$ cat src/core/psw_pkg.sv
package psw_pkg;

   // ==========================================================
   // Register location and layout
   // ==========================================================
   localparam logic [7:0] PSW_ADDR = 8'hD0;
   localparam logic [7:0] PSW_RESET = 8'h00;
   localparam logic [7:0] PSW_WRITE_MASK = 8'hFE;
   localparam logic [7:0] BYTE_ZERO = 8'h00;
   localparam logic [7:0] BYTE_MAX = 8'hFF;
   localparam logic [2:0] CARRY_POS = 3'h7;
   localparam logic [2:0] AUX_POS = 3'h6;
   localparam logic [2:0] USER0_POS = 3'h5;
   localparam logic [2:0] BANK_HI_POS = 3'h4;
   localparam logic [2:0] BANK_LO_POS = 3'h3;
   localparam logic [2:0] OVERFLOW_POS = 3'h2;
   localparam logic [2:0] USER1_POS = 3'h1;
   localparam logic [2:0] PARITY_POS = 3'h0;

   // ==========================================================
   // Working register banks
   // ==========================================================
   localparam int BANK_COUNT = 4;
   localparam int BANK_REGS = 8;

   // ==========================================================
   // Arithmetic requests and answers
   // ==========================================================
   typedef enum logic [2:0] {
      ALU_NONE,
      ALU_ADD,
      ALU_ADDC,
      ALU_SUBB,
      ALU_MUL,
      ALU_DIV
   } alu_op_type;

   typedef struct packed {
      alu_op_type op;
      logic [7:0] a;
      logic [7:0] b;
   } alu_req_type;

   typedef struct packed {
      logic carry;
      logic aux;
      logic overflow;
      logic [7:0] low;
      logic [7:0] high;
   } alu_res_type;

endpackage : psw_pkg

$ cat src/core/program_status_word_flags.sv
// Overview of operation
// - Carry bit 7 set on add carry or subtract borrow, other arithmetic clears it
// - Aux carry bit 6 set on nibble carry or borrow, other arithmetic clears it
// - Bits 5 and 1 are software flags, never changed by hardware
// - Bank select bits 4:3 pick register bank at 0x00, 0x08, 0x10 or 0x18
// - Overflow bit 2 set on signed overflow of add, add with carry, subtract
// - Overflow set when a multiply product exceeds 255
// - Overflow set when a divide has a zero divisor
// - Those five operations clear overflow when no overflow condition occurs
// - Read-only bit 0 shows odd parity of the accumulator
// - Status word sits at SFR address 0xD0 on every page, bit addressable
// - Each bank holds eight byte registers; only selected bank active; R0/R1 index
module program_status_word_flags
   import psw_pkg::*;
#(
   parameter int DATA_WIDTH = 8
) (
   input wire logic CLK_IN,
   input wire logic RST_N_IN,
   input wire alu_req_type ALU_REQ_IN,
   input wire logic [7:0] ACC_IN,
   input wire logic [7:0] SFR_ADDR_IN,
   input wire logic SFR_WR_IN,
   input wire logic [7:0] SFR_WDATA_IN,
   input wire logic SFR_RD_IN,
   input wire logic [7:0] BIT_ADDR_IN,
   input wire logic BIT_WR_IN,
   input wire logic BIT_WVAL_IN,
   input wire logic BIT_RD_IN,
   input wire logic [2:0] REG_SEL_IN,
   input wire logic REG_WR_IN,
   input wire logic [DATA_WIDTH-1:0] REG_WDATA_IN,
   input wire logic INDEX_SEL_IN,
   output logic [7:0] SFR_RDATA_OUT,
   output logic SFR_RVALID_OUT,
   output logic BIT_RDATA_OUT,
   output logic BIT_RVALID_OUT,
   output logic [DATA_WIDTH-1:0] REG_RDATA_OUT,
   output logic [DATA_WIDTH-1:0] INDEX_OUT,
   output logic [7:0] PSW_OUT,
   output logic [4:0] BANK_BASE_OUT,
   output alu_res_type ALU_RES_OUT,
   output logic ALU_DONE_OUT
);

   // ==========================================================
   // Helper functions
   // ==========================================================

   // Odd parity: one when an odd number of bits are set
   function automatic logic odd_parity(input logic [7:0] value);
      odd_parity = ^value;
   endfunction : odd_parity

   // Add or subtract with carry in, giving flags and result
   function automatic alu_res_type add_sub(input logic [7:0] a, input logic [7:0] b,
                                           input logic cin, input logic subtract);
      logic [8:0] full;
      logic [4:0] nib;
      alu_res_type res;
      full = 9'h000;
      nib = 5'h00;
      res = '0;
      if (subtract) begin
         full = {1'b0, a} - {1'b0, b} - {8'h00, cin};
         nib = {1'b0, a[3:0]} - {1'b0, b[3:0]} - {4'h0, cin};
         res.overflow = (a[7] != b[7]) && (full[7] != a[7]);
      end else begin
         full = {1'b0, a} + {1'b0, b} + {8'h00, cin};
         nib = {1'b0, a[3:0]} + {1'b0, b[3:0]} + {4'h0, cin};
         res.overflow = (a[7] == b[7]) && (full[7] != a[7]);
      end
      res.carry = full[8];
      res.aux = nib[4];
      res.low = full[7:0];
      res.high = BYTE_ZERO;
      add_sub = res;
   endfunction : add_sub

   // ==========================================================
   // State
   // ==========================================================
   logic [7:0] psw;
   logic [7:0] next_psw;
   alu_res_type next_res;
   logic alu_active;
   logic byte_hit;
   logic bit_hit;
   logic [4:0] reg_addr;
   logic [4:0] index_addr;
   logic [15:0] product;
   logic [DATA_WIDTH-1:0] bank_mem [BANK_COUNT*BANK_REGS];

   // ==========================================================
   // Address decode
   // ==========================================================

   // Decode ignores the SFR page, so the word is seen on all pages
   assign byte_hit = (SFR_ADDR_IN == PSW_ADDR);
   assign bit_hit = (BIT_ADDR_IN[7:3] == PSW_ADDR[7:3]);
   assign alu_active = (ALU_REQ_IN.op != ALU_NONE);

   // Register location inside the selected bank
   assign reg_addr = {psw[BANK_HI_POS], psw[BANK_LO_POS], REG_SEL_IN};
   assign index_addr = {psw[BANK_HI_POS], psw[BANK_LO_POS], 2'h0, INDEX_SEL_IN};

   // ==========================================================
   // Arithmetic and flag results
   // ==========================================================
   assign product = {8'h00, ALU_REQ_IN.a} * {8'h00, ALU_REQ_IN.b};

   // Result and flags of the requested operation
   always_comb begin
      next_res = '0;
      case (ALU_REQ_IN.op)
         ALU_ADD: begin
            next_res = add_sub(ALU_REQ_IN.a, ALU_REQ_IN.b, 1'b0, 1'b0);
         end
         ALU_ADDC: begin
            next_res = add_sub(ALU_REQ_IN.a, ALU_REQ_IN.b, psw[CARRY_POS], 1'b0);
         end
         ALU_SUBB: begin
            next_res = add_sub(ALU_REQ_IN.a, ALU_REQ_IN.b, psw[CARRY_POS], 1'b1);
         end
         ALU_MUL: begin
            next_res.low = product[7:0];
            next_res.high = product[15:8];
            next_res.overflow = (product[15:8] != BYTE_ZERO);
         end
         ALU_DIV: begin
            if (ALU_REQ_IN.b == BYTE_ZERO) begin
               next_res.overflow = 1'b1;
               next_res.low = BYTE_MAX;
               next_res.high = BYTE_MAX;
            end else begin
               next_res.low = ALU_REQ_IN.a / ALU_REQ_IN.b;
               next_res.high = ALU_REQ_IN.a % ALU_REQ_IN.b;
            end
         end
         default: begin
            next_res = '0;
         end
      endcase
   end

   // ==========================================================
   // Status word next value
   // ==========================================================

   // Flag update, then bit write, then byte write, parity last
   always_comb begin
      next_psw = psw;
      if (alu_active) begin
         next_psw[CARRY_POS] = next_res.carry;
         next_psw[AUX_POS] = next_res.aux;
         next_psw[OVERFLOW_POS] = next_res.overflow;
      end
      if (BIT_WR_IN && bit_hit && (BIT_ADDR_IN[2:0] != PARITY_POS)) begin
         next_psw[BIT_ADDR_IN[2:0]] = BIT_WVAL_IN;
      end
      if (SFR_WR_IN && byte_hit) begin
         next_psw = SFR_WDATA_IN & PSW_WRITE_MASK;
      end
      next_psw[PARITY_POS] = odd_parity(ACC_IN);
   end

   // Status word register; user flags change only by writes
   always_ff @(posedge CLK_IN) begin
      if (!RST_N_IN) begin
         psw <= PSW_RESET;
      end else begin
         psw <= next_psw;
      end
   end

   // ==========================================================
   // Outputs of the status word
   // ==========================================================

   // Copy of the word and the active bank base address
   always_ff @(posedge CLK_IN) begin
      if (!RST_N_IN) begin
         PSW_OUT <= PSW_RESET;
         BANK_BASE_OUT <= 5'h00;
      end else begin
         PSW_OUT <= next_psw;
         BANK_BASE_OUT <= {next_psw[BANK_HI_POS], next_psw[BANK_LO_POS], 3'h0};
      end
   end

   // Byte read shows live accumulator parity in bit 0
   always_ff @(posedge CLK_IN) begin
      if (!RST_N_IN) begin
         SFR_RDATA_OUT <= BYTE_ZERO;
         SFR_RVALID_OUT <= 1'b0;
      end else begin
         SFR_RVALID_OUT <= SFR_RD_IN && byte_hit;
         if (SFR_RD_IN && byte_hit) begin
            SFR_RDATA_OUT <= {psw[7:1], odd_parity(ACC_IN)};
         end else begin
            SFR_RDATA_OUT <= BYTE_ZERO;
         end
      end
   end

   // Single bit read of the word
   always_ff @(posedge CLK_IN) begin
      if (!RST_N_IN) begin
         BIT_RDATA_OUT <= 1'b0;
         BIT_RVALID_OUT <= 1'b0;
      end else begin
         BIT_RVALID_OUT <= BIT_RD_IN && bit_hit;
         if (BIT_RD_IN && bit_hit) begin
            if (BIT_ADDR_IN[2:0] == PARITY_POS) begin
               BIT_RDATA_OUT <= odd_parity(ACC_IN);
            end else begin
               BIT_RDATA_OUT <= psw[BIT_ADDR_IN[2:0]];
            end
         end else begin
            BIT_RDATA_OUT <= 1'b0;
         end
      end
   end

   // ==========================================================
   // Arithmetic result outputs
   // ==========================================================

   // Result registered, done pulses one cycle after the request
   always_ff @(posedge CLK_IN) begin
      if (!RST_N_IN) begin
         ALU_RES_OUT <= '0;
         ALU_DONE_OUT <= 1'b0;
      end else begin
         ALU_DONE_OUT <= alu_active;
         if (alu_active) begin
            ALU_RES_OUT <= next_res;
         end
      end
   end

   // ==========================================================
   // Working register banks
   // ==========================================================

   // Write into the selected bank only
   always_ff @(posedge CLK_IN) begin
      if (REG_WR_IN) begin
         bank_mem[reg_addr] <= REG_WDATA_IN;
      end
   end

   // Register read and index register read from the selected bank
   always_ff @(posedge CLK_IN) begin
      if (!RST_N_IN) begin
         REG_RDATA_OUT <= '0;
         INDEX_OUT <= '0;
      end else begin
         REG_RDATA_OUT <= bank_mem[reg_addr];
         INDEX_OUT <= bank_mem[index_addr];
      end
   end

endmodule : program_status_word_flags

$ cat config.mk
export PLATFORM = sky130hd
export DESIGN_NAME = program_status_word_flags
export DESIGN_NICKNAME = d
export VERILOG_FILES = /design/src/core/psw_pkg.sv /design/src/core/program_status_word_flags.sv
export SDC_FILE = /design/constraint.sdc
export NUM_CORES = 1
export LEC_CHECK = 0
export ABC_AREA = 1
export BUFFER_PORTS_ARGS = -buffer_cell sky130_fd_sc_hd__buf_2
export CORE_ASPECT_RATIO = 0.5
export CORE_MARGIN = 1
export CORE_UTILIZATION = 55
export CTS_CLUSTER_SIZE = 20
export DETAILED_ROUTE_END_ITERATION = 16
export PLACE_DENSITY_LB_ADDON = 0.2
export SYNTH_ARGS = -nofsm -noshare
export SYNTH_HDL_FRONTEND = slang
export SYNTH_SLANG_ARGS = --single-unit
$ cat constraint.sdc
create_clock -name CLK_IN -period 9.5 [get_ports CLK_IN]
set_input_delay 0.95 -clock CLK_IN [delete_from_list [all_inputs] [get_ports CLK_IN]]
set_output_delay 0.95 -clock CLK_IN [all_outputs]
set_load 0.02 [all_outputs]
After elaboration in Yosys (flattened, before gate mapping)

Memory sizes are Yosys's and may differ from the RTL's. A register that Yosys moved wholly into a read port is not among the register bits.
Index checks and enable logic that the tools add are counted.

Add/sub/neg operators: 8
Reductions and logical operators: 20
Order comparisons: 2
Muxes and demuxes: 16
Eq/ne operators: 12
Multiply operators: 1
Divide/modulo/power cells: 2

Operator list:

| kind                 | number |
|---|---|
| $pmux W17 S5         | 1 |
| $mul A8 B8 Y16       | 1 |
| $mux W16             | 1 |
| $mux W8              | 2 |
| $add A8 B8 Y9        | 1 |
| $add A9 B1 Y9        | 1 |
| $logic_and A1 B1 Y1  | 9 |
| $sub A8 B8 Y9        | 1 |
| $sub A9 B1 Y9        | 1 |
| $bwmux W8            | 1 |
| $div A8 B8 Y8        | 1 |
| $eq A8 B8 Y1 const B | 1 |
| $logic_not A8 Y1     | 1 |
| $mod A8 B8 Y8        | 1 |
| $reduce_bool A8 Y1   | 1 |
| $reduce_xor A8 Y1    | 1 |
| $mux W1              | 7 |
| $eq A3 B2 Y1 const B | 2 |
| $eq A3 B3 Y1 const B | 2 |
| $pmux W2 S3          | 1 |
| $reduce_bool A3 Y1   | 2 |
| $add A4 B4 Y5        | 1 |
| $add A5 B1 Y5        | 1 |
| $eq A5 B5 Y1 const B | 1 |
| other kinds (14)     | 19 |

RAM bits: 256
Word-level logic and storage cells: 76
Register bits: 44
Memories: 1
Output and inout port bits: 60

Memories:

| name     | words | width | read ports | clocked after memory_dff | write ports | line                            | RTL |
|---|---|---|---|---|---|---|---|
| bank_mem | 32    | 8     | 2          | 2                        | 1           | program_status_word_flags.sv:92 | `logic [DATA_WIDTH-1:0] bank_mem [BANK_COUNT*BANK_REGS];` |

Depth between registers and ports, before layout

Gate-level depths: netlist of the first run.

Depth in word-level cells: 9
Gate-level depth with buffers: 82
Depth with buffers taken out: 81

Worst setup path before layout of the first run

No wires, ideal clock.

Kind: in2reg
Start point: input ALU_REQ_IN[0] (netlist name)
End point: register ALU_RES_OUT[6] (netlist name)
Setup time: 0.132 ns
Arrival time: 9.798 ns
Path slack: -0.430 ns
Stages: 76
Path through: inv_1 -> ha_1 -> or2_2 -> nand3_2 -> nand2_1 -> nand2_1 -> inv_2 -> ha_1 -> o21ai_0 -> nand2_1 -> nand2_4 -> clkinv_1 -> nand2_1 -> nand2_2 -> inv_1 -> ha_1 -> inv_1 -> o21bai_1 -> [40 not listed] -> inv_4 -> nand2_1 -> o21ai_1 -> fa_1 -> nand3_1 -> nand3_1 -> a21oi_1 -> o21ai_1 -> nand2_1 -> nand3_1 -> a21oi_2 -> o21ai_0 -> inv_1 -> nand2_1 -> nand2_1 -> nand2_1 -> nand2_1 -> a21oi_2

Longest elaborated chain between the ends: 3
Elaborated cells on any way between the ends: 5

RTL lines:

| what                                              | line                                                               | RTL |
|---|---|---|
| start: declaration                                | program_status_word_flags.sv:20                                    | `input wire alu_req_type ALU_REQ_IN,` |
| $mod A8 B8 Y8 or $logic_not A8 Y1 (tied branches) | program_status_word_flags.sv:137, program_status_word_flags.sv:131 |  |
| $mux W16                                          | program_status_word_flags.sv:131                                   | `if (ALU_REQ_IN.b == BYTE_ZERO) begin` |
| $pmux W17 S5 (*)                                  | program_status_word_flags.sv:115                                   | `case (ALU_REQ_IN.op)` |
| end signal: assignment                            | program_status_word_flags.sv:237                                   | `ALU_RES_OUT <= next_res;` |
| end: declaration                                  | program_status_word_flags.sv:42                                    | `output alu_res_type ALU_RES_OUT,` |

Every way passes the cells marked *; elsewhere a longest branch is shown, timed or not.
A chain may end at the register's enable or synchronous reset.

Worst setup path after layout of the first run

Start point: input ALU_REQ_IN[0] (netlist name)
End point: register ALU_RES_OUT[1] (netlist name)

Same word-level chain as after synthesis.

==> results.tsv, run 1 <==
stage	metric	value	unit
synthesis	syn_area	18200	um^2
route	drtIter0Drc	1267	
worst_setup_path	cp.required	9.92	ns
route	vias	14700	
worst_setup_path	slowest_delay	0.38	ns
route	drtPass1Iterations	5	
min_path	hp-start	ALU_RES_OUT[11]	
route	dr_wl_met2	23700	um
worst_setup_path	timing.rr.start	PSW_OUT[7]	
power	irDropWorstVdd	0.000130	V
floorplanning	die_h	131	um
worst_setup_path	worst-path-max-fanout	7	
clock_tree	clkTransAtPathRegs	0.06	ns
timing	fmax	108	MHz
layout	nets	2326	
timing	report.final.slew_viol_count	0	
synthesis	synthFlopType	edfxtp_1	
floorplanning	die_area	33900	um^2
synthesis	yosysUniqueCellTypes	67	
route	postRouteAntennaNets	0	
layout	syn_to_final_growth	18.3	%
clock_tree	numCtsBuffers	27	
min_path	hold_depth	2	
floorplanning	start_util	0.567	
clock_tree	cts_buffer_depth	3	
run_status	status	completed	
job	cap_violations	0	
global_route	gr-total-overflow	0	
layout	diodes	0	
route	dr_wl_met3	3020	um
route	drc	0	
power	p_per_area	171	nW/um^2
placement	place.gp.congestion	0.944	
timing	hold_viol_final	0	
synthesis	ys_seq_area_frac	0.483	
min_path	hold_class	flop to flop	
clock_tree	hold_buffers	0	
worst_setup_path	r2r_cells	14	
worst_setup_path	worstSetupEndpointType	flop	
clock_tree	clock-sinks	311	
route	vias_per_cell	5.73	
timing	timing.final.crit_share	0.978	
timing	min_period	9.30	ns
global_route	grt_pass1_wl	73400	um
power	power	0.00368	W
worst_setup_path	r2r_end	ALU_RES_OUT[14]	
route	postRouteWirelength	48100	um
power	p_leak	9.03	nW
worst_setup_path	worstPathArrival	9.72	ns
worst_setup_path	worst_setup_path_start_kind	primary input	
layout	final_cell_mix	nand2_1, edfxtp_1, inv_1	
route	topRoutingLayerUsed	met4	
global_route	grt_max_degree	70	
synthesis	ys_ff_latch	311	
route	wire_per_inst	18.7	um
timing	rsz0062_at_grt	yes	
worst_setup_path	crit_top_cell	nand2_2	
timing	tightestPinTransition	0.980	ns
floorplanning	rows	46	
placement	place_hpwl	33000	um
synthesis	synth_edf_count	256	
clock_tree	htree_levels	1	
timing	skew	0.0287	ns
worst_setup_path	crit_type	primary input to flop	
timing	setup_viol	0	
clock_tree	cts_tree	done	
timing	slew_headroom	0.346	
min_path	hold_end	ALU_RES_OUT[11]	
layout	final_layout_size_suffix_gt1_frac	0.239	
synthesis	synth_warnings	0	
clock_tree	cts-root-buf	clkbuf_16	
global_route	grt_pass1_vias	13700	
floorplanning	core	32100	um^2
synthesis	netlist_instances	1896	
layout	finalCoreUtilization	0.670	
global_route	antenna_found_initial	0	
worst_setup_path	slowest_stage	fa_2	
global_route	grt.total_usage	0.279	
clock_tree	clkLatencyLatePin	0.57	ns
floorplanning	ioPinCount	131	
layout	final_common_cell	nand2_1	
route	drt-met1-wl	20100	um
floorplanning	die_w	259	um
placement	portBuffers	126	
synthesis	synthArstFlopShare	0	
worst_setup_path	reg2reg_slack	6.50	ns
timing	tns	0	ns
synthesis	synth.avg_cell_area	9.60	um^2
## report_power, final
part           internal [W]  total (W)  switching, W
logic              0.000435    0.00108      0.000649
clock network      0.000613    0.00109      0.000482
registers           0.00149    0.00150    0.00000672
total               0.00254    0.00368       0.00114
## worst max path at each step
stage	end	startpoint
detailed placement	ALU_RES_OUT[6]	ALU_REQ_IN[0]
floorplan	ALU_RES_OUT[7]	ALU_REQ_IN[0]
CTS	ALU_RES_OUT[6]	ALU_REQ_IN[0]
global placement	ALU_RES_OUT[6]	ALU_REQ_IN[0]
finish	ALU_RES_OUT[1]	ALU_REQ_IN[0]
global route	ALU_RES_OUT[3]	ALU_REQ_IN[0]
## synth_stat cells, drive strengths merged, types with 12 or more instances
cell / n / area share
a21oi: 66 / 0.021
a22oi: 66 / 0.028
a31oi: 60 / 0.021
buf: 45 / 0.014
clkbuf: 44 / 0.0091
dfxtp: 55 / 0.061
edfxtp: 256 / 0.42
fa: 40 / 0.044
ha: 101 / 0.069
inv: 234 / 0.049
nand2: 314 / 0.068
nand3: 214 / 0.065
nand4: 15 / 0.0055
nor2: 151 / 0.034
nor3: 12 / 0.0060
o21ai: 85 / 0.025
xnor2: 12 / 0.0058
xor2: 22 / 0.011
## critical path, delay by kind of cell
kind | cells | cell delay, ns
xor gates and xnor gates | 1 | 0.15
AOI/OAI and AO/OA | 14 | 1.70
adders and majority gates | 8 | 2.15
buffers and inverters | 17 | 1.31
and+or+nand+nor | 37 | 3.44
## state kept, by name (all words and copies together) (netlist names)
name,flops
ALU_DONE_OUT,1
ALU_RES_OUT,19
BIT_RDATA_OUT,1
BIT_RVALID_OUT,1
INDEX_OUT,8
PSW_OUT,8
REG_RDATA_OUT,8
SFR_RDATA_OUT,8
SFR_RVALID_OUT,1
bank_mem,256
## layout make-up
type / instances / area (um^2)
inverter: 240 / 930
tap: 432 / 541
fill: 2472 / 10600
multi-input combinational: 1258 / 8610
sequential: 311 / 8790
clock buffer: 38 / 757
clock inverter: 11 / 123
timing repair buffer: 276 / 1780
## stage by stage
stage | area (um^2) | setup slack (ns) | hold WS [ns] | std cells
3_3_place_gp | 20100 | -0.466 | 0.450 | 2502
5_1_grt | 21500 | -0.387 | 0.483 | 2566
3_5_place_dp | 20100 | -0.666 | 0.452 | 2502
4_1_cts | 21000 | 0.0182 | 0.462 | 2552
2_1_floorplan | 18300 | 0.000197 | 0.529 | 1898
6_report | 21500 | 0.205 | 0.463 | 2566
## cells by family (layout without fill, tap and decap cells)
family / Yosys count / count (layout) / share of synthesized area
xor+xnor: 34 / 34 / 0.0164
flops: 311 / 311 / 0.483
buf+inv: 329 / 565 / 0.0736
other cells: 1 / 3 / 0.000206
simple gates: 748 / 748 / 0.195
compound gates: 332 / 332 / 0.118
fa+ha+maj: 141 / 141 / 0.113
## repair_timing
| action | in CTS | in global routing |
|---|---|---|
| endpoints found under the hold margin | 0 | 0 |
| pin swaps | 9 | 68 |
| endpoints found under the setup margin | 9 | 9 |
| resized for setup | 5 | 100 |
| setup buffers | 1 | 14 |
## layer usage
metal / vias up / track usage
met5: - / 0
met4: 0 / 0.0779
met3: 82 / 0.0274
met2: 522 / 0.488
met1: 7051 / 0.376
li1: 7036 / -
Note: power is estimated with default switching activity, not from simulation.
==> run 2, diff against run 1 <==
--- a/config.mk
+++ b/config.mk
@@ -12,7 +12,9 @@
 export CORE_UTILIZATION = 55
 export CTS_CLUSTER_SIZE = 20
 export DETAILED_ROUTE_END_ITERATION = 16
+export HOLD_SLACK_MARGIN = 0.15
 export PLACE_DENSITY_LB_ADDON = 0.2
 export SYNTH_ARGS = -nofsm -noshare
 export SYNTH_HDL_FRONTEND = slang
 export SYNTH_SLANG_ARGS = --single-unit
+export TNS_END_PERCENT = 1
==> constraint.sdc (replaced) <==
create_clock -name CLK_IN -period 9.5 [get_ports CLK_IN]
set_input_delay 1.425 -clock CLK_IN [delete_from_list [all_inputs] [get_ports CLK_IN]]
set_output_delay 1.425 -clock CLK_IN [all_outputs]
set_load 0.02 [all_outputs]
==> run 2 against run 1 <==
Compared with the run above: the flow now finishes with violations (setup timing); via count decreased by 0.94%; wire length about the same; final cell count barely moved; maximum frequency fell by 2.8%; sequential cell count unchanged; hold slack gained 0.0031 ns; non-clock buffer count fell by 1; critical path depth is 2 lower; critical path type unchanged.
==> results.tsv, run 2 (synthesis results as in run 1) <==
stage	metric	value	unit	change
clock_tree	cts_tree	done		
layout	largestRegisters	bank_mem x256, ALU_RES_OUT x19		
layout	regMostFlops	bank_mem		
floorplanning	ioPinCount	131		unchanged
timing	rsz0062_at_grt	yes		
clock_tree	hold_buffers	0		unchanged
worst_setup_path	worstSetupEndpointType	flop		
power	irDropWorstVdd	0.000141	V	+8.7%
worst_setup_path	worstPathArrival	9.98	ns	+0.26 ns
layout	final_area	21400	um^2	-0.42%
floorplanning	core	32100	um^2	unchanged
layout	nets	2328		+0.086%
worst_setup_path	crit_top_cell	nand2_2		
route	drtPass1Iterations	5		unchanged
timing	report.final.slew_viol_count	0		unchanged
route	drtIter0Drc	1285		+1.4%
clock_tree	htree_levels	1		unchanged
global_route	grt_max_degree	78		+11%
job	cap_violations	0		unchanged
worst_setup_path	crit_type	primary input to flop		
min_path	hold_class	flop to flop		
clock_tree	cts-root-buf	clkbuf_16		
run_status	status	finished with violations		
timing	hold_viol_final	0		unchanged
floorplanning	rows	46		unchanged
route	wire_per_inst	18.7	um	about the same
global_route	grt_pass1_wl	74900	um	+2.0%
route	vias_per_cell	5.67		-1.0%
clock_tree	numCtsBuffers	28		+3.7%
placement	placed_area	20200	um^2	+0.45%
global_route	grt.total_usage	0.286		+0.00672
worst_setup_path	worst-path-max-fanout	8		+1
global_route	gr-total-overflow	0		unchanged
placement	portBuffers	126		unchanged
timing	worst_slack	-0.0629	ns	-0.268 ns
worst_setup_path	slowest_stage	fa_2		
clock_tree	clkLatencyLatePin	0.59	ns	+0.02 ns
timing	skew	0.0592	ns	+0.0305 ns
route	drc	0		unchanged
placement	place_ws	-0.916	ns	-0.250 ns
layout	final_common_cell	nand2_1		
global_route	grt_pass1_vias	13900		+1.8%
global_route	antenna_found_initial	0		unchanged
layout	diodes	0		unchanged
layout	syn_to_final_growth	17.8	%	
route	postRouteAntennaNets	0		unchanged
worst_setup_path	slowest_delay	0.37	ns	about the same
timing	min_period	9.56	ns	+0.268 ns
layout	largest_reg_flops	256		unchanged
placement	place.gp.congestion	0.906		-4.0%
timing	slew_headroom	0.375		+0.0288
placement	place_hpwl	33200	um	+0.47%
layout	final_cell_mix	nand2_1, edfxtp_1, inv_1		
worst_setup_path	cp.required	9.92	ns	about the same
timing	fmax	105	MHz	-2.8%
clock_tree	clkTransAtPathRegs	0.07	ns	about the same
floorplanning	die_area	33900	um^2	unchanged
timing	tightestPinTransition	0.937	ns	-0.0431 ns
power	p_leak	9.00	nW	-0.31%
floorplanning	die_w	259	um	unchanged
timing	timing.final.crit_share	1.01		+0.0282
worst_setup_path	worst_setup_path_start_kind	primary input		
layout	final_layout_size_suffix_gt1_frac	0.242		+0.00212
clock_tree	clock-sinks	311		unchanged
route	vias	14600		-0.94%
timing	setup_viol	6		+6
floorplanning	start_util	0.567		unchanged
floorplanning	die_h	131	um	unchanged
layout	finalCoreUtilization	0.668		-0.00280
power	p_per_area	169	nW/um^2	-1.3%
route	postRouteWirelength	48100	um	about the same
clock_tree	cts_buffer_depth	3		unchanged
run_status	violations	setup timing		
## run 2: stage by stage
| stage | hold slack [ns] | TNS, ns | total power (W) | cells |
|---|---|---|---|---|
| 2_1_floorplan | 0.529 | -1.69 | 0.00220 | 1898 |
| 4_1_cts | 0.469 | -0.196 | 0.00359 | 2566 |
| 3_5_place_dp | 0.459 | -7.73 | 0.00251 | 2492 |
| 6_report | 0.466 | -0.230 | 0.00362 | 2568 |
| 3_3_place_gp | 0.452 | -5.99 | 0.00250 | 2492 |
| 5_1_grt | 0.488 | -5.64 | 0.00379 | 2568 |
## run 2: worst paths after layout
check	from	to	slack, ns	depth (start not counted)
max	ALU_REQ_IN[0]	ALU_RES_OUT[1]	-0.06	75
min reg2reg	PSW_OUT[5]	SFR_RDATA_OUT[5]	0.47	2
max reg2reg	PSW_OUT[7]	ALU_RES_OUT[14]	6.53	14
min	PSW_OUT[5]	SFR_RDATA_OUT[5]	0.47	2
## run 2: final cells by class
type                    instances  area [um^2]
well taps                     432          541
repair inverters                1         3.75
fillers                      2549        10700
inverters                     240          932
flip-flops and latches        311         8790
multi-input cells            1259         8560
clock inverters                17          109
repair buffers                275         1760
clock buffers                  33          742
## run 2: metal layers
layer | GRT usage | part of all wire | vias to the layer above
li1 | - | - | 7024
met1 | 0.375 | 0.42 | 6957
met2 | 0.500 | 0.49 | 487
met3 | 0.0397 | 0.065 | 85
met4 | 0.0862 | 0.026 | 0
met5 | 0 | 0 | -
## run 2: where the power goes
| group | internal [W] | leakage [nW] | switching [W] | total, W |
|---|---|---|---|---|
| sequential | 0.00149 | 2.76 | 0.00000619 | 0.00150 |
| combinational | 0.000419 | 5.82 | 0.000643 | 0.00106 |
| clock | 0.000561 | 0.429 | 0.000495 | 0.00106 |
## run 2: timing repair
item	in CTS	in global routing
gates cloned	2	0
resized for setup	35	30
pin swaps	47	28
setup buffers	22	2
endpoints found under the setup margin	9	9
endpoints found under the hold margin	0	0
## run 2: worst max-delay path, delay by kind of cell
family	cells	cell delay, ns
AOI/OAI and AO/OA	14	1.63
and+or+nand+nor	40	3.90
adders and majority gates	8	2.22
buffers and inverters	13	0.78
